<file path="src/scsd_pkg.sv">
// constants for the system clock select and divide block
// Overview of operation
// - current-source field at bits 14-12, hardware updated, eight source codes
// - writable requested-source field at bits 10-8, same encoding
// - after reset both source fields load from initial-source configuration
// - primary mode config decodes 10 fast crystal, 01 crystal, 00 ext clock
// - erased configuration starts on fast RC with postscaler, code 111
// - software sets switch request bit 0; hardware clears it when done
// - set-only freeze bit 7 blocks switching only while fail monitor on
// - PLL lock bit 5 shows lock or timer; cleared on switch, non-PLL
// - clock fail bit 3 set by monitor; software may only clear it
// - drive bit 2 forces high-power secondary; ignored for digital input
// - enable bit 1 keeps the 32 kHz secondary oscillator on even while it is not the selected source
// - exit-on-interrupt bit 15 lets an interrupt clear slowdown enable
// - slowdown ratio bits 14-12 give 1:1 to 1:128, reset 1:8
// - slowdown enable bit 11 applies ratio, else ratio is 1:1
// - same postscaler ratios apply to low-power fast RC source
// - six-bit trim value bits 5-0, reset zero, steps need not be even
// - switches enter or leave primary but never change its submode
// - request for the current source is redundant: clear and abort
// - after ready and lock, wait 10 new-clock cycles, then commit
// - upper byte writes need 78h then 9Ah, lower byte 46h then 57h
// - switching needs switch config bit 1 clear; monitor needs both bits 0
package scsd_pkg;
    // register indexes on the plain port
    localparam logic [1:0] SCSD_OFS_OSC_CTRL = 2'h0;
    localparam logic [1:0] SCSD_OFS_CLK_DIV = 2'h1;
    localparam logic [1:0] SCSD_OFS_RC_TRIM = 2'h2;
    // oscillator_control field positions
    localparam int SCSD_POS_CUR = 12;
    localparam int SCSD_POS_REQ = 8;
    localparam int SCSD_POS_FREEZE = 7;
    localparam int SCSD_POS_LOCK = 5;
    localparam int SCSD_POS_CF = 3;
    localparam int SCSD_POS_SDRV = 2;
    localparam int SCSD_POS_SEN = 1;
    localparam int SCSD_POS_SWREQ = 0;
    // clock_divider field positions
    localparam int SCSD_POS_ROI = 15;
    localparam int SCSD_POS_DOZE = 12;
    localparam int SCSD_POS_SLOWDOWN_ENABLE = 11;
    localparam int SCSD_POS_FAST_RC_POSTSCALER = 8;
    // source codes
    localparam logic [2:0] SCSD_SRC_FRC = 3'h0;
    localparam logic [2:0] SCSD_SRC_FRC_PLL = 3'h1;
    localparam logic [2:0] SCSD_SRC_PRI = 3'h2;
    localparam logic [2:0] SCSD_SRC_PRI_PLL = 3'h3;
    localparam logic [2:0] SCSD_SRC_SEC = 3'h4;
    localparam logic [2:0] SCSD_SRC_LOW_POWER_RC_OSC = 3'h5;
    localparam logic [2:0] SCSD_SRC_LPFRC_DIV = 3'h6;
    localparam logic [2:0] SCSD_SRC_FRC_DIV = 3'h7;
    // primary submode codes
    localparam logic [1:0] SCSD_PM_HS = 2'h2;
    localparam logic [1:0] SCSD_PM_XT = 2'h1;
    localparam logic [1:0] SCSD_PM_EC = 2'h0;
    localparam logic [1:0] SCSD_PM_INT = 2'h3;
    // reset values
    localparam logic [2:0] SCSD_RST_SRC = 3'h7;
    localparam logic [2:0] SCSD_RST_DOZE = 3'h3;
    localparam logic [2:0] SCSD_RST_FAST_RC_POSTSCALER = 3'h1;
    localparam logic [5:0] SCSD_RST_TRIM = 6'h00;
    // unlock keys
    localparam logic [7:0] SCSD_KEY_HI_1 = 8'h78;
    localparam logic [7:0] SCSD_KEY_HI_2 = 8'h9A;
    localparam logic [7:0] SCSD_KEY_LO_1 = 8'h46;
    localparam logic [7:0] SCSD_KEY_LO_2 = 8'h57;
    // new-clock cycles before changeover
    localparam logic [3:0] SCSD_SETTLE_CYCLES = 4'hA;
    // shift for the top postscaler code, whose ratio is 256 rather than 128
    localparam logic [3:0] SCSD_DIV256_SHIFT = 4'h8;
endpackage

</file>
<file path="src/scsd_top.sv">
// system clock source selection, switching and divider control
module scsd_top (
    input wire logic i_sys_clk,
    input wire logic i_resetn,
    input wire logic [1:0] i_addr,
    input wire logic [15:0] i_wdata,
    input wire logic [1:0] i_wr_be,
    input wire logic i_wr,
    input wire logic i_rd,
    output logic [15:0] o_rdata,
    input wire logic [2:0] i_cfg_initial_source,
    input wire logic [1:0] i_cfg_primary_mode,
    input wire logic [1:0] i_cfg_switch_enable,
    input wire logic i_cfg_secondary_high_power,
    input wire logic i_cfg_secondary_digital,
    input wire logic [7:0] i_src_ready,
    input wire logic i_pll_lock,
    input wire logic i_pll_timer_done,
    input wire logic i_new_clk_tick,
    input wire logic i_old_clk_tick,
    input wire logic i_clock_fail,
    input wire logic i_irq,
    output logic [2:0] o_source_sel,
    output logic [1:0] o_primary_mode,
    output logic [7:0] o_osc_enable,
    output logic o_pll_enable,
    output logic o_secondary_high_power,
    output logic o_fail_monitor_enable,
    output logic [2:0] o_slowdown_ratio,
    output logic [3:0] o_rc_div_shift,
    output logic [5:0] o_rc_trim_value
);
    import scsd_pkg::*;

    // ================
    // types
    typedef enum logic [4:0] {
        SCSD_ST_IDLE = 5'b00001,
        SCSD_ST_CHECK = 5'b00010,
        SCSD_ST_WAIT = 5'b00100,
        SCSD_ST_SETTLE = 5'b01000,
        SCSD_ST_SYNC = 5'b10000
    } scsd_state_t;

    typedef struct packed {
        logic cfg_done;
        logic [2:0] current_source_sel;
        logic [2:0] requested_source_sel;
        logic switch_request;
        logic selection_freeze;
        logic pll_locked;
        logic clock_fail_flag;
        logic secondary_drive_strength;
        logic secondary_osc_enable;
        logic slowdown_exit_on_irq;
        logic [2:0] slowdown_ratio;
        logic slowdown_enable;
        logic [2:0] fast_rc_postscaler;
        logic [5:0] rc_trim_value;
        logic [1:0] hi_unlock;
        logic [1:0] lo_unlock;
        scsd_state_t state;
        logic [3:0] settle_cnt;
        logic [15:0] rdata;
        logic [1:0] primary_mode;
        logic [7:0] osc_enable;
        logic pll_enable;
        logic sec_high_power;
        logic fsm_enable;
        logic [2:0] ratio_out;
        logic [3:0] div_shift;
    } scsd_regs_t;

    scsd_regs_t r_r;
    scsd_regs_t r_nxt;

    // ================
    // helpers
    function automatic logic scsd_uses_pll(input logic [2:0] src);
        scsd_uses_pll = (src == SCSD_SRC_FRC_PLL) || (src == SCSD_SRC_PRI_PLL);
    endfunction

    function automatic logic [7:0] scsd_onehot(input logic [2:0] src);
        scsd_onehot = 8'h01 << src;
    endfunction

    logic switch_allowed;
    logic monitor_on;
    logic frozen;
    logic wr_osc;
    logic wr_div;
    logic wr_trim;
    logic hi_open;
    logic lo_open;
    logic switching;

    assign switch_allowed = ~i_cfg_switch_enable[1];
    assign monitor_on = (i_cfg_switch_enable == 2'h0);
    // freeze counts only while the monitor runs
    assign frozen = r_r.selection_freeze & monitor_on;
    assign wr_osc = i_wr & (i_addr == SCSD_OFS_OSC_CTRL);
    assign wr_div = i_wr & (i_addr == SCSD_OFS_CLK_DIV);
    assign wr_trim = i_wr & (i_addr == SCSD_OFS_RC_TRIM);
    assign hi_open = wr_osc & i_wr_be[1] & (r_r.hi_unlock == 2'h2);
    assign lo_open = wr_osc & i_wr_be[0] & (r_r.lo_unlock == 2'h2);
    assign switching = (r_r.state != SCSD_ST_IDLE);

    // ================
    // next state
    always_comb begin
        r_nxt = r_r;

        // any write breaks a partial unlock; an opened byte serves one write
        if (i_wr) begin
            if (wr_osc && i_wr_be[1] && r_r.hi_unlock == 2'h0
                    && i_wdata[15:8] == SCSD_KEY_HI_1) begin
                r_nxt.hi_unlock = 2'h1;
            end else if (wr_osc && i_wr_be[1] && r_r.hi_unlock == 2'h1
                    && i_wdata[15:8] == SCSD_KEY_HI_2) begin
                r_nxt.hi_unlock = 2'h2;
            end else begin
                r_nxt.hi_unlock = 2'h0;
            end
            if (wr_osc && i_wr_be[0] && r_r.lo_unlock == 2'h0
                    && i_wdata[7:0] == SCSD_KEY_LO_1) begin
                r_nxt.lo_unlock = 2'h1;
            end else if (wr_osc && i_wr_be[0] && r_r.lo_unlock == 2'h1
                    && i_wdata[7:0] == SCSD_KEY_LO_2) begin
                r_nxt.lo_unlock = 2'h2;
            end else begin
                r_nxt.lo_unlock = 2'h0;
            end
        end

        // upper byte: only the requested source is writable
        if (hi_open && !frozen) begin
            r_nxt.requested_source_sel = i_wdata[SCSD_POS_REQ +: 3];
        end

        // lower byte
        if (lo_open) begin
            if (i_wdata[SCSD_POS_FREEZE]) begin
                r_nxt.selection_freeze = 1'b1;
            end
            if (!i_wdata[SCSD_POS_CF]) begin
                r_nxt.clock_fail_flag = 1'b0;
            end
            r_nxt.secondary_drive_strength = i_wdata[SCSD_POS_SDRV];
            r_nxt.secondary_osc_enable = i_wdata[SCSD_POS_SEN];
            if (i_wdata[SCSD_POS_SWREQ] && !frozen) begin
                r_nxt.switch_request = 1'b1;
            end
        end

        if (wr_div && i_wr_be[1]) begin
            r_nxt.slowdown_exit_on_irq = i_wdata[SCSD_POS_ROI];
            r_nxt.slowdown_ratio = i_wdata[SCSD_POS_DOZE +: 3];
            r_nxt.slowdown_enable = i_wdata[SCSD_POS_SLOWDOWN_ENABLE];
            r_nxt.fast_rc_postscaler = i_wdata[SCSD_POS_FAST_RC_POSTSCALER +: 3];
        end
        if (wr_trim && i_wr_be[0]) begin
            r_nxt.rc_trim_value = i_wdata[5:0];
        end

        // an interrupt beats a same-cycle software write
        if (i_irq && r_r.slowdown_exit_on_irq) begin
            r_nxt.slowdown_enable = 1'b0;
        end

        // switch sequencer
        case (r_r.state)
            SCSD_ST_IDLE: begin
                if (r_r.switch_request) begin
                    r_nxt.state = SCSD_ST_CHECK;
                end
            end
            SCSD_ST_CHECK: begin
                if (r_r.requested_source_sel == r_r.current_source_sel) begin
                    r_nxt.switch_request = 1'b0;
                    r_nxt.state = SCSD_ST_IDLE;
                end else begin
                    r_nxt.clock_fail_flag = 1'b0;
                    r_nxt.state = SCSD_ST_WAIT;
                end
            end
            SCSD_ST_WAIT: begin
                // wait for the new source, and the PLL when it is used
                if (i_src_ready[r_r.requested_source_sel]
                        && (!scsd_uses_pll(r_r.requested_source_sel)
                        || i_pll_lock)) begin
                    r_nxt.settle_cnt = 4'h0;
                    r_nxt.state = SCSD_ST_SETTLE;
                end
            end
            SCSD_ST_SETTLE: begin
                if (i_new_clk_tick) begin
                    r_nxt.settle_cnt = r_r.settle_cnt + 4'h1;
                    if (r_r.settle_cnt == SCSD_SETTLE_CYCLES - 4'h1) begin
                        r_nxt.state = SCSD_ST_SYNC;
                    end
                end
            end
            SCSD_ST_SYNC: begin
                // commit only on a clean old-clock edge
                if (i_old_clk_tick) begin
                    r_nxt.current_source_sel = r_r.requested_source_sel;
                    r_nxt.switch_request = 1'b0;
                    r_nxt.state = SCSD_ST_IDLE;
                end
            end
            default: begin
                r_nxt.state = SCSD_ST_IDLE;
            end
        endcase

        // a fail event beats a same-cycle clear
        if (i_clock_fail && monitor_on) begin
            r_nxt.clock_fail_flag = 1'b1;
        end

        // held idle unless switching is configured
        if (!switch_allowed) begin
            r_nxt.switch_request = 1'b0;
            r_nxt.state = SCSD_ST_IDLE;
        end

        // load the configuration once after reset
        if (!r_r.cfg_done) begin
            r_nxt.cfg_done = 1'b1;
            r_nxt.current_source_sel = i_cfg_initial_source;
            r_nxt.requested_source_sel = i_cfg_initial_source;
            r_nxt.state = SCSD_ST_IDLE;
            r_nxt.switch_request = 1'b0;
        end

        // lock status: zero while switching or on a non-PLL source
        r_nxt.pll_locked = scsd_uses_pll(r_nxt.current_source_sel)
            && (r_nxt.state == SCSD_ST_IDLE)
            && (i_pll_lock || i_pll_timer_done);

        // submode is config-fixed; a switch never alters it
        r_nxt.primary_mode = i_cfg_primary_mode;
        r_nxt.osc_enable = scsd_onehot(r_nxt.current_source_sel);
        if (r_nxt.state != SCSD_ST_IDLE && r_nxt.state != SCSD_ST_CHECK) begin
            r_nxt.osc_enable = r_nxt.osc_enable
                | scsd_onehot(r_nxt.requested_source_sel);
        end
        if (r_nxt.secondary_osc_enable) begin
            r_nxt.osc_enable[SCSD_SRC_SEC] = 1'b1;
        end
        r_nxt.pll_enable = r_nxt.osc_enable[SCSD_SRC_FRC_PLL]
            | r_nxt.osc_enable[SCSD_SRC_PRI_PLL];
        r_nxt.sec_high_power = !i_cfg_secondary_digital
            && (r_nxt.secondary_drive_strength
            || i_cfg_secondary_high_power);
        r_nxt.fsm_enable = monitor_on;
        r_nxt.ratio_out = r_nxt.slowdown_enable
            ? r_nxt.slowdown_ratio : 3'h0;
        if (r_nxt.current_source_sel == SCSD_SRC_FRC_DIV
                || r_nxt.current_source_sel == SCSD_SRC_LPFRC_DIV) begin
            // top code jumps to 256, not 128
            r_nxt.div_shift = (r_nxt.fast_rc_postscaler == 3'h7)
                ? SCSD_DIV256_SHIFT
                : {1'b0, r_nxt.fast_rc_postscaler};
        end else begin
            r_nxt.div_shift = 4'h0;
        end

        // read data stand for one cycle only
        r_nxt.rdata = 16'h0000;
        if (i_rd) begin
            case (i_addr)
                SCSD_OFS_OSC_CTRL: begin
                    r_nxt.rdata = {1'b0, r_r.current_source_sel, 1'b0,
                        r_r.requested_source_sel, r_r.selection_freeze,
                        1'b0, r_r.pll_locked, 1'b0, r_r.clock_fail_flag,
                        r_r.secondary_drive_strength,
                        r_r.secondary_osc_enable,
                        r_r.switch_request};
                end
                SCSD_OFS_CLK_DIV: begin
                    r_nxt.rdata = {r_r.slowdown_exit_on_irq,
                        r_r.slowdown_ratio, r_r.slowdown_enable,
                        r_r.fast_rc_postscaler, 8'h00};
                end
                SCSD_OFS_RC_TRIM: begin
                    r_nxt.rdata = {10'h000, r_r.rc_trim_value};
                end
                default: begin
                    r_nxt.rdata = 16'h0000;
                end
            endcase
        end
    end

    // ================
    // state register
    always_ff @(posedge i_sys_clk or negedge i_resetn) begin
        if (!i_resetn) begin
            r_r.cfg_done <= 1'b0;
            r_r.current_source_sel <= SCSD_RST_SRC;
            r_r.requested_source_sel <= SCSD_RST_SRC;
            r_r.switch_request <= 1'b0;
            r_r.selection_freeze <= 1'b0;
            r_r.pll_locked <= 1'b0;
            r_r.clock_fail_flag <= 1'b0;
            r_r.secondary_drive_strength <= 1'b0;
            r_r.secondary_osc_enable <= 1'b0;
            r_r.slowdown_exit_on_irq <= 1'b0;
            r_r.slowdown_ratio <= SCSD_RST_DOZE;
            r_r.slowdown_enable <= 1'b0;
            r_r.fast_rc_postscaler <= SCSD_RST_FAST_RC_POSTSCALER;
            r_r.rc_trim_value <= SCSD_RST_TRIM;
            r_r.hi_unlock <= 2'h0;
            r_r.lo_unlock <= 2'h0;
            r_r.state <= SCSD_ST_IDLE;
            r_r.settle_cnt <= 4'h0;
            r_r.rdata <= 16'h0000;
            r_r.primary_mode <= SCSD_PM_INT;
            r_r.osc_enable <= 8'h80;
            r_r.pll_enable <= 1'b0;
            r_r.sec_high_power <= 1'b0;
            r_r.fsm_enable <= 1'b0;
            r_r.ratio_out <= 3'h0;
            r_r.div_shift <= 4'h1;
        end else begin
            r_r <= r_nxt;
        end
    end

    // ================
    // outputs
    assign o_rdata = r_r.rdata;
    assign o_source_sel = r_r.current_source_sel;
    assign o_primary_mode = r_r.primary_mode;
    assign o_osc_enable = r_r.osc_enable;
    assign o_pll_enable = r_r.pll_enable;
    assign o_secondary_high_power = r_r.sec_high_power;
    assign o_fail_monitor_enable = r_r.fsm_enable;
    assign o_slowdown_ratio = r_r.ratio_out;
    assign o_rc_div_shift = r_r.div_shift;
    assign o_rc_trim_value = r_r.rc_trim_value;
endmodule

</file>
<file path="config.mk">
export PLATFORM = sky130hd
export DESIGN_NAME = scsd_top
export DESIGN_NICKNAME = d
export VERILOG_FILES = /design/src/scsd_pkg.sv /design/src/scsd_top.sv
export SDC_FILE = /design/constraint.sdc
export NUM_CORES = 1
export LEC_CHECK = 0
export ABC_AREA = 1
export BUFFER_PORTS_ARGS = -buffer_cell sky130_fd_sc_hd__buf_2
export CORE_AREA = 5 5 68 115
export CTS_CLUSTER_SIZE = 10
export DETAILED_ROUTE_END_ITERATION = 10
export DIE_AREA = 0 0 73 120
export PLACE_DENSITY = 0.8
export SLEW_MARGIN = 10
export SYNTH_ARGS = -nofsm -noshare
export SYNTH_HDL_FRONTEND = slang
export SYNTH_SLANG_ARGS = --single-unit
</file>
<file path="constraint.sdc">
create_clock -name i_sys_clk -period 3.1 [get_ports i_sys_clk]
set_clock_uncertainty 0.05 [all_clocks]
set_input_delay 0.31 -clock i_sys_clk [delete_from_list [all_inputs] [get_ports i_sys_clk]]
set_output_delay 0.31 -clock i_sys_clk [all_outputs]
set_load 0.01 [all_outputs]
</file>
==> metrics.json <==
{
  "outcome": {
    "status": "finished, final reports clean"
  },
  "floorplanning": {
    "floorplan.die.width_um": 73,
    "boundaryPins": 92,
    "height_of_the_die_um": 120,
    "die_area_um2": 8760,
    "initial_core_util_pct": 55.59,
    "coreArea_um2": 6807,
    "rows": 40
  },
  "routing": {
    "detail-route-antenna-nets": 0,
    "detail_route.vias_per_cell": 5.350,
    "wirelength_um": 8855,
    "drt-wirelength-per-cell_um": 15.51,
    "detail_route.drc_violations": 0,
    "drtIter0Drc": 204,
    "vias": 3055,
    "drt_pre_antenna_iters": 6
  },
  "grt": {
    "grt_antenna_before_repair": 0,
    "grt_start_max_net_pins": 30,
    "grt_pass1_wl_um": 14350,
    "first_global_vias": 3148,
    "grt-ovfl-total": 0,
    "grt_usage_pct": 21.33
  },
  "setup_path": {
    "timing.reg2reg.worst_path_depth": 10,
    "timing.reg2reg.setup_slack_ns": 1.33,
    "path_cells": "inv_1 > o21ai_0 > nand2_1 > o21ai_1 > nand2_1 > nand2_1 > nand2_2 > clkinv_1 > nand2_1 > nor2_1",
    "critPathTopFamily": "simple AND/OR/NAND/NOR gates",
    "critical-path-top-cell-by-count": "sky130_fd_sc_hd__nand2_1",
    "critical_path.endpoint_type": "register",
    "critPathCapture": "o_rc_div_shift[0]",
    "worstSetupPathType": "register to register",
    "cp_slowest_cell": "sky130_fd_sc_hd__dfstp_2",
    "worst_r2r_startpoint": "o_source_sel[1]",
    "critPathMaxFanout": 5,
    "crit_cells": 10,
    "worst-path-buf-inv": 2,
    "startpoint_types": "register",
    "required_ns": 3.32,
    "cp_startpoint": "o_source_sel[1]",
    "worstReg2RegEnd": "o_rc_div_shift[0]",
    "slowest_delay_ns": 0.57,
    "cp_data_arrival_time_ns": 1.98
  },
  "timing": {
    "finalWorstPathRequiredPeriod_ns": 1.766,
    "fmax_ghz": 0.5661,
    "headroom_to_the_max_slew_limit_pct": 58.06,
    "tightestPinTransition_ns": 0.6292,
    "hold_violations": 0,
    "layout_worst_path_cycle_share_pct": 56.98,
    "grt_setup_unrepaired": "no",
    "timing.setup.tns_ns": 0,
    "setup_viol": 0,
    "slew_violations": 0
  },
  "place": {
    "dpl.hpwl_um": 6715,
    "portBuffers": 90,
    "gp_congestion": 0.8533,
    "dp.cells": 554
  },
  "power": {
    "peakVddDrop_v": 0.0003502,
    "comb_power_share_pct": 13.0,
    "power.static_leakage_nw": 2.260,
    "switching_share_pct": 25.13,
    "power.density_nw_per_um2": 610.9,
    "internal_power_mw": 2.005,
    "seqPwrFrac_pct": 41.7,
    "p_sw_mw": 0.6732,
    "clock_power_share_pct": 45.3
  },
  "clock_tree": {
    "cts_htree_levels": 3,
    "cts_tree": "done",
    "worst_setup_hold_path_clk_slew_ns": 0.06,
    "cts.root.buffer_cell": "sky130_fd_sc_hd__clkbuf_16",
    "cts_inserted_buffers": 9,
    "numClockSinks": 75,
    "worstSkewPairLatency_ns": 0.34,
    "cts_setup_buffers": 0,
    "clock_path_buffers": 2
  },
  "final_layout": {
    "area_growth_from_synthesis_to_final_layout_pct": 15.87,
    "final_cells": 571,
    "n_diodes": 0,
    "final_layout_size_suffix_gt1_share_pct": 33.47,
    "finish.net_count": 531
  },
  "synth": {
    "synth_commonest_cells": "66 x sky130_fd_sc_hd__nand2_1, 61 x sky130_fd_sc_hd__dfrtp_1, 52 x sky130_fd_sc_hd__inv_1",
    "synthDistinctLibCells": 45,
    "synth_fp_nets": 471,
    "synth-edff-count": 0,
    "synthesis.yosys.warnings": 0,
    "yosys.area.top_type": "sky130_fd_sc_hd__dfrtp_1",
    "avgSynthCellArea_um2": 8.966,
    "synthArstFlopShare_pct": 100.0,
    "syn_inst": 422,
    "synth.yosys.seq_area_share_pct": 50.07,
    "synth-seq-cells": 75,
    "synth_most_common_cell": "sky130_fd_sc_hd__nand2_1",
    "ys_dominant_reg_cell": "sky130_fd_sc_hd__dfrtp_1",
    "top_post_synthesis_cells_by_area": "sky130_fd_sc_hd__dfrtp_1 40%, sky130_fd_sc_hd__dfstp_2 9.7%, sky130_fd_sc_hd__buf_4 8.3%",
    "synth.top_cell.area_share_pct": 40.34,
    "post_synth_instance_area_um2": 3784
  },
  "flow_run": {
    "cap_violations": 0
  },
  "hold_path": {
    "worst_hold_path_type": "input pin to register"
  }
}
[stage by stage]
stage               power, mW  utilization (%)  hold WS (ns)  instance area, µm²  setup slack [ns]
floorplan               1.380                -      -0.03559                3784             1.587
global placement        1.465            59.12        0.3081                4024             1.417
detailed placement      1.478            59.12        0.3119                4024             1.362
CTS                     2.685            64.41       0.01845                4384             1.345
global route            2.777            64.41       0.01992                4384             1.168
finish                  2.678            64.41       0.01479                4384             1.334
[layout make-up]
cell class	count	area [µm²]
Clock buffer	10	239.0
Clock inverter	6	111.4
Fill cell	594	2422
Inverter	60	227.7
Multi-Input combinational cell	243	1331
Sequential cell	75	1894
Tap cell	84	105.1
Timing Repair Buffer	93	475.5
[flip-flops by register name, indices dropped and copies added, names as in the netlist, 2 cells and up]
register	flops
r_r	31
o_rdata	15
o_osc_enable	8
o_rc_trim_value	6
o_rc_div_shift	4
o_slowdown_ratio	3
o_source_sel	3
o_primary_mode	2
[how the worst min path moves through the flow]
stage,start,end,depth (start not counted)
global route,i_cfg_primary_mode[1],o_primary_mode[1],1
CTS,i_cfg_primary_mode[1],o_primary_mode[1],1
floorplan,i_resetn,o_fail_monitor_enable,0
finish,i_cfg_primary_mode[1],o_primary_mode[1],1
detailed placement,i_resetn,r_r[38],1
global placement,i_resetn,r_r[38],1
[per-layer routing]
| metal | global-route usage, % | routed length [µm] | vias up |
|---|---|---|---|
| met5 | 0 | 0 | - |
| met2 | 37.05 | 4798 | 115 |
| met4 | 10.62 | 294 | 0 |
| li1 | - | - | 1440 |
| met3 | 4.694 | 641 | 25 |
| met1 | 23.73 | 3121 | 1475 |
[layout by cell type (no fill, tap or decap), drive strengths merged, types with 5 or more instances in the layout]
master	instances
dfstp	14
buf	92
nor3	5
clkbuf	10
nor4	5
inv	60
nor2	48
o21ai	34
nand2	75
nand3	26
dfrtp	61
a21oi	11
nand4	11
o22ai	6
[timing repair]
item                      4_1_cts  5_1_grt
hold buffers                    1        0
hold endpoints to repair       24        0
resized for setup               0        0
[worst reg2reg max path, stage by stage (launching register included)]
cell	delay, ns
sky130_fd_sc_hd__dfstp_2	0.57
sky130_fd_sc_hd__inv_1	0.09
sky130_fd_sc_hd__o21ai_0	0.15
sky130_fd_sc_hd__nand2_1	0.07
sky130_fd_sc_hd__o21ai_1	0.09
sky130_fd_sc_hd__nand2_1	0.09
sky130_fd_sc_hd__nand2_1	0.19
sky130_fd_sc_hd__nand2_2	0.13
sky130_fd_sc_hd__clkinv_1	0.08
sky130_fd_sc_hd__nand2_1	0.05
sky130_fd_sc_hd__nor2_1	0.13
[power groups by stage]
stage	registers (mW)	clock network (mW)	logic [mW]
after floorplan	1.12	0	0.263
after global placement	1.13	0	0.337
after global routing	1.12	1.26	0.391
final	1.12	1.21	0.349
after detailed placement	1.13	0	0.346
after CTS	1.12	1.22	0.352
[kinds of logic (layout without fill, tap and decap cells)]
logic type	count (synthesis)	in the layout	share of synthesized area (%)
AOI/OAI and AO/OA	59	59	9.359
DFF	75	75	50.07
buffers and inverters	104	169	14.75
other	2	2	0.1985
and+or+nand+nor	174	174	23.51
adders and majority gates	2	2	0.6613
muxes	1	1	0.2976
xor gates and xnor gates	5	5	1.157
No activity file was read; power rests on OpenSTA's default activity.
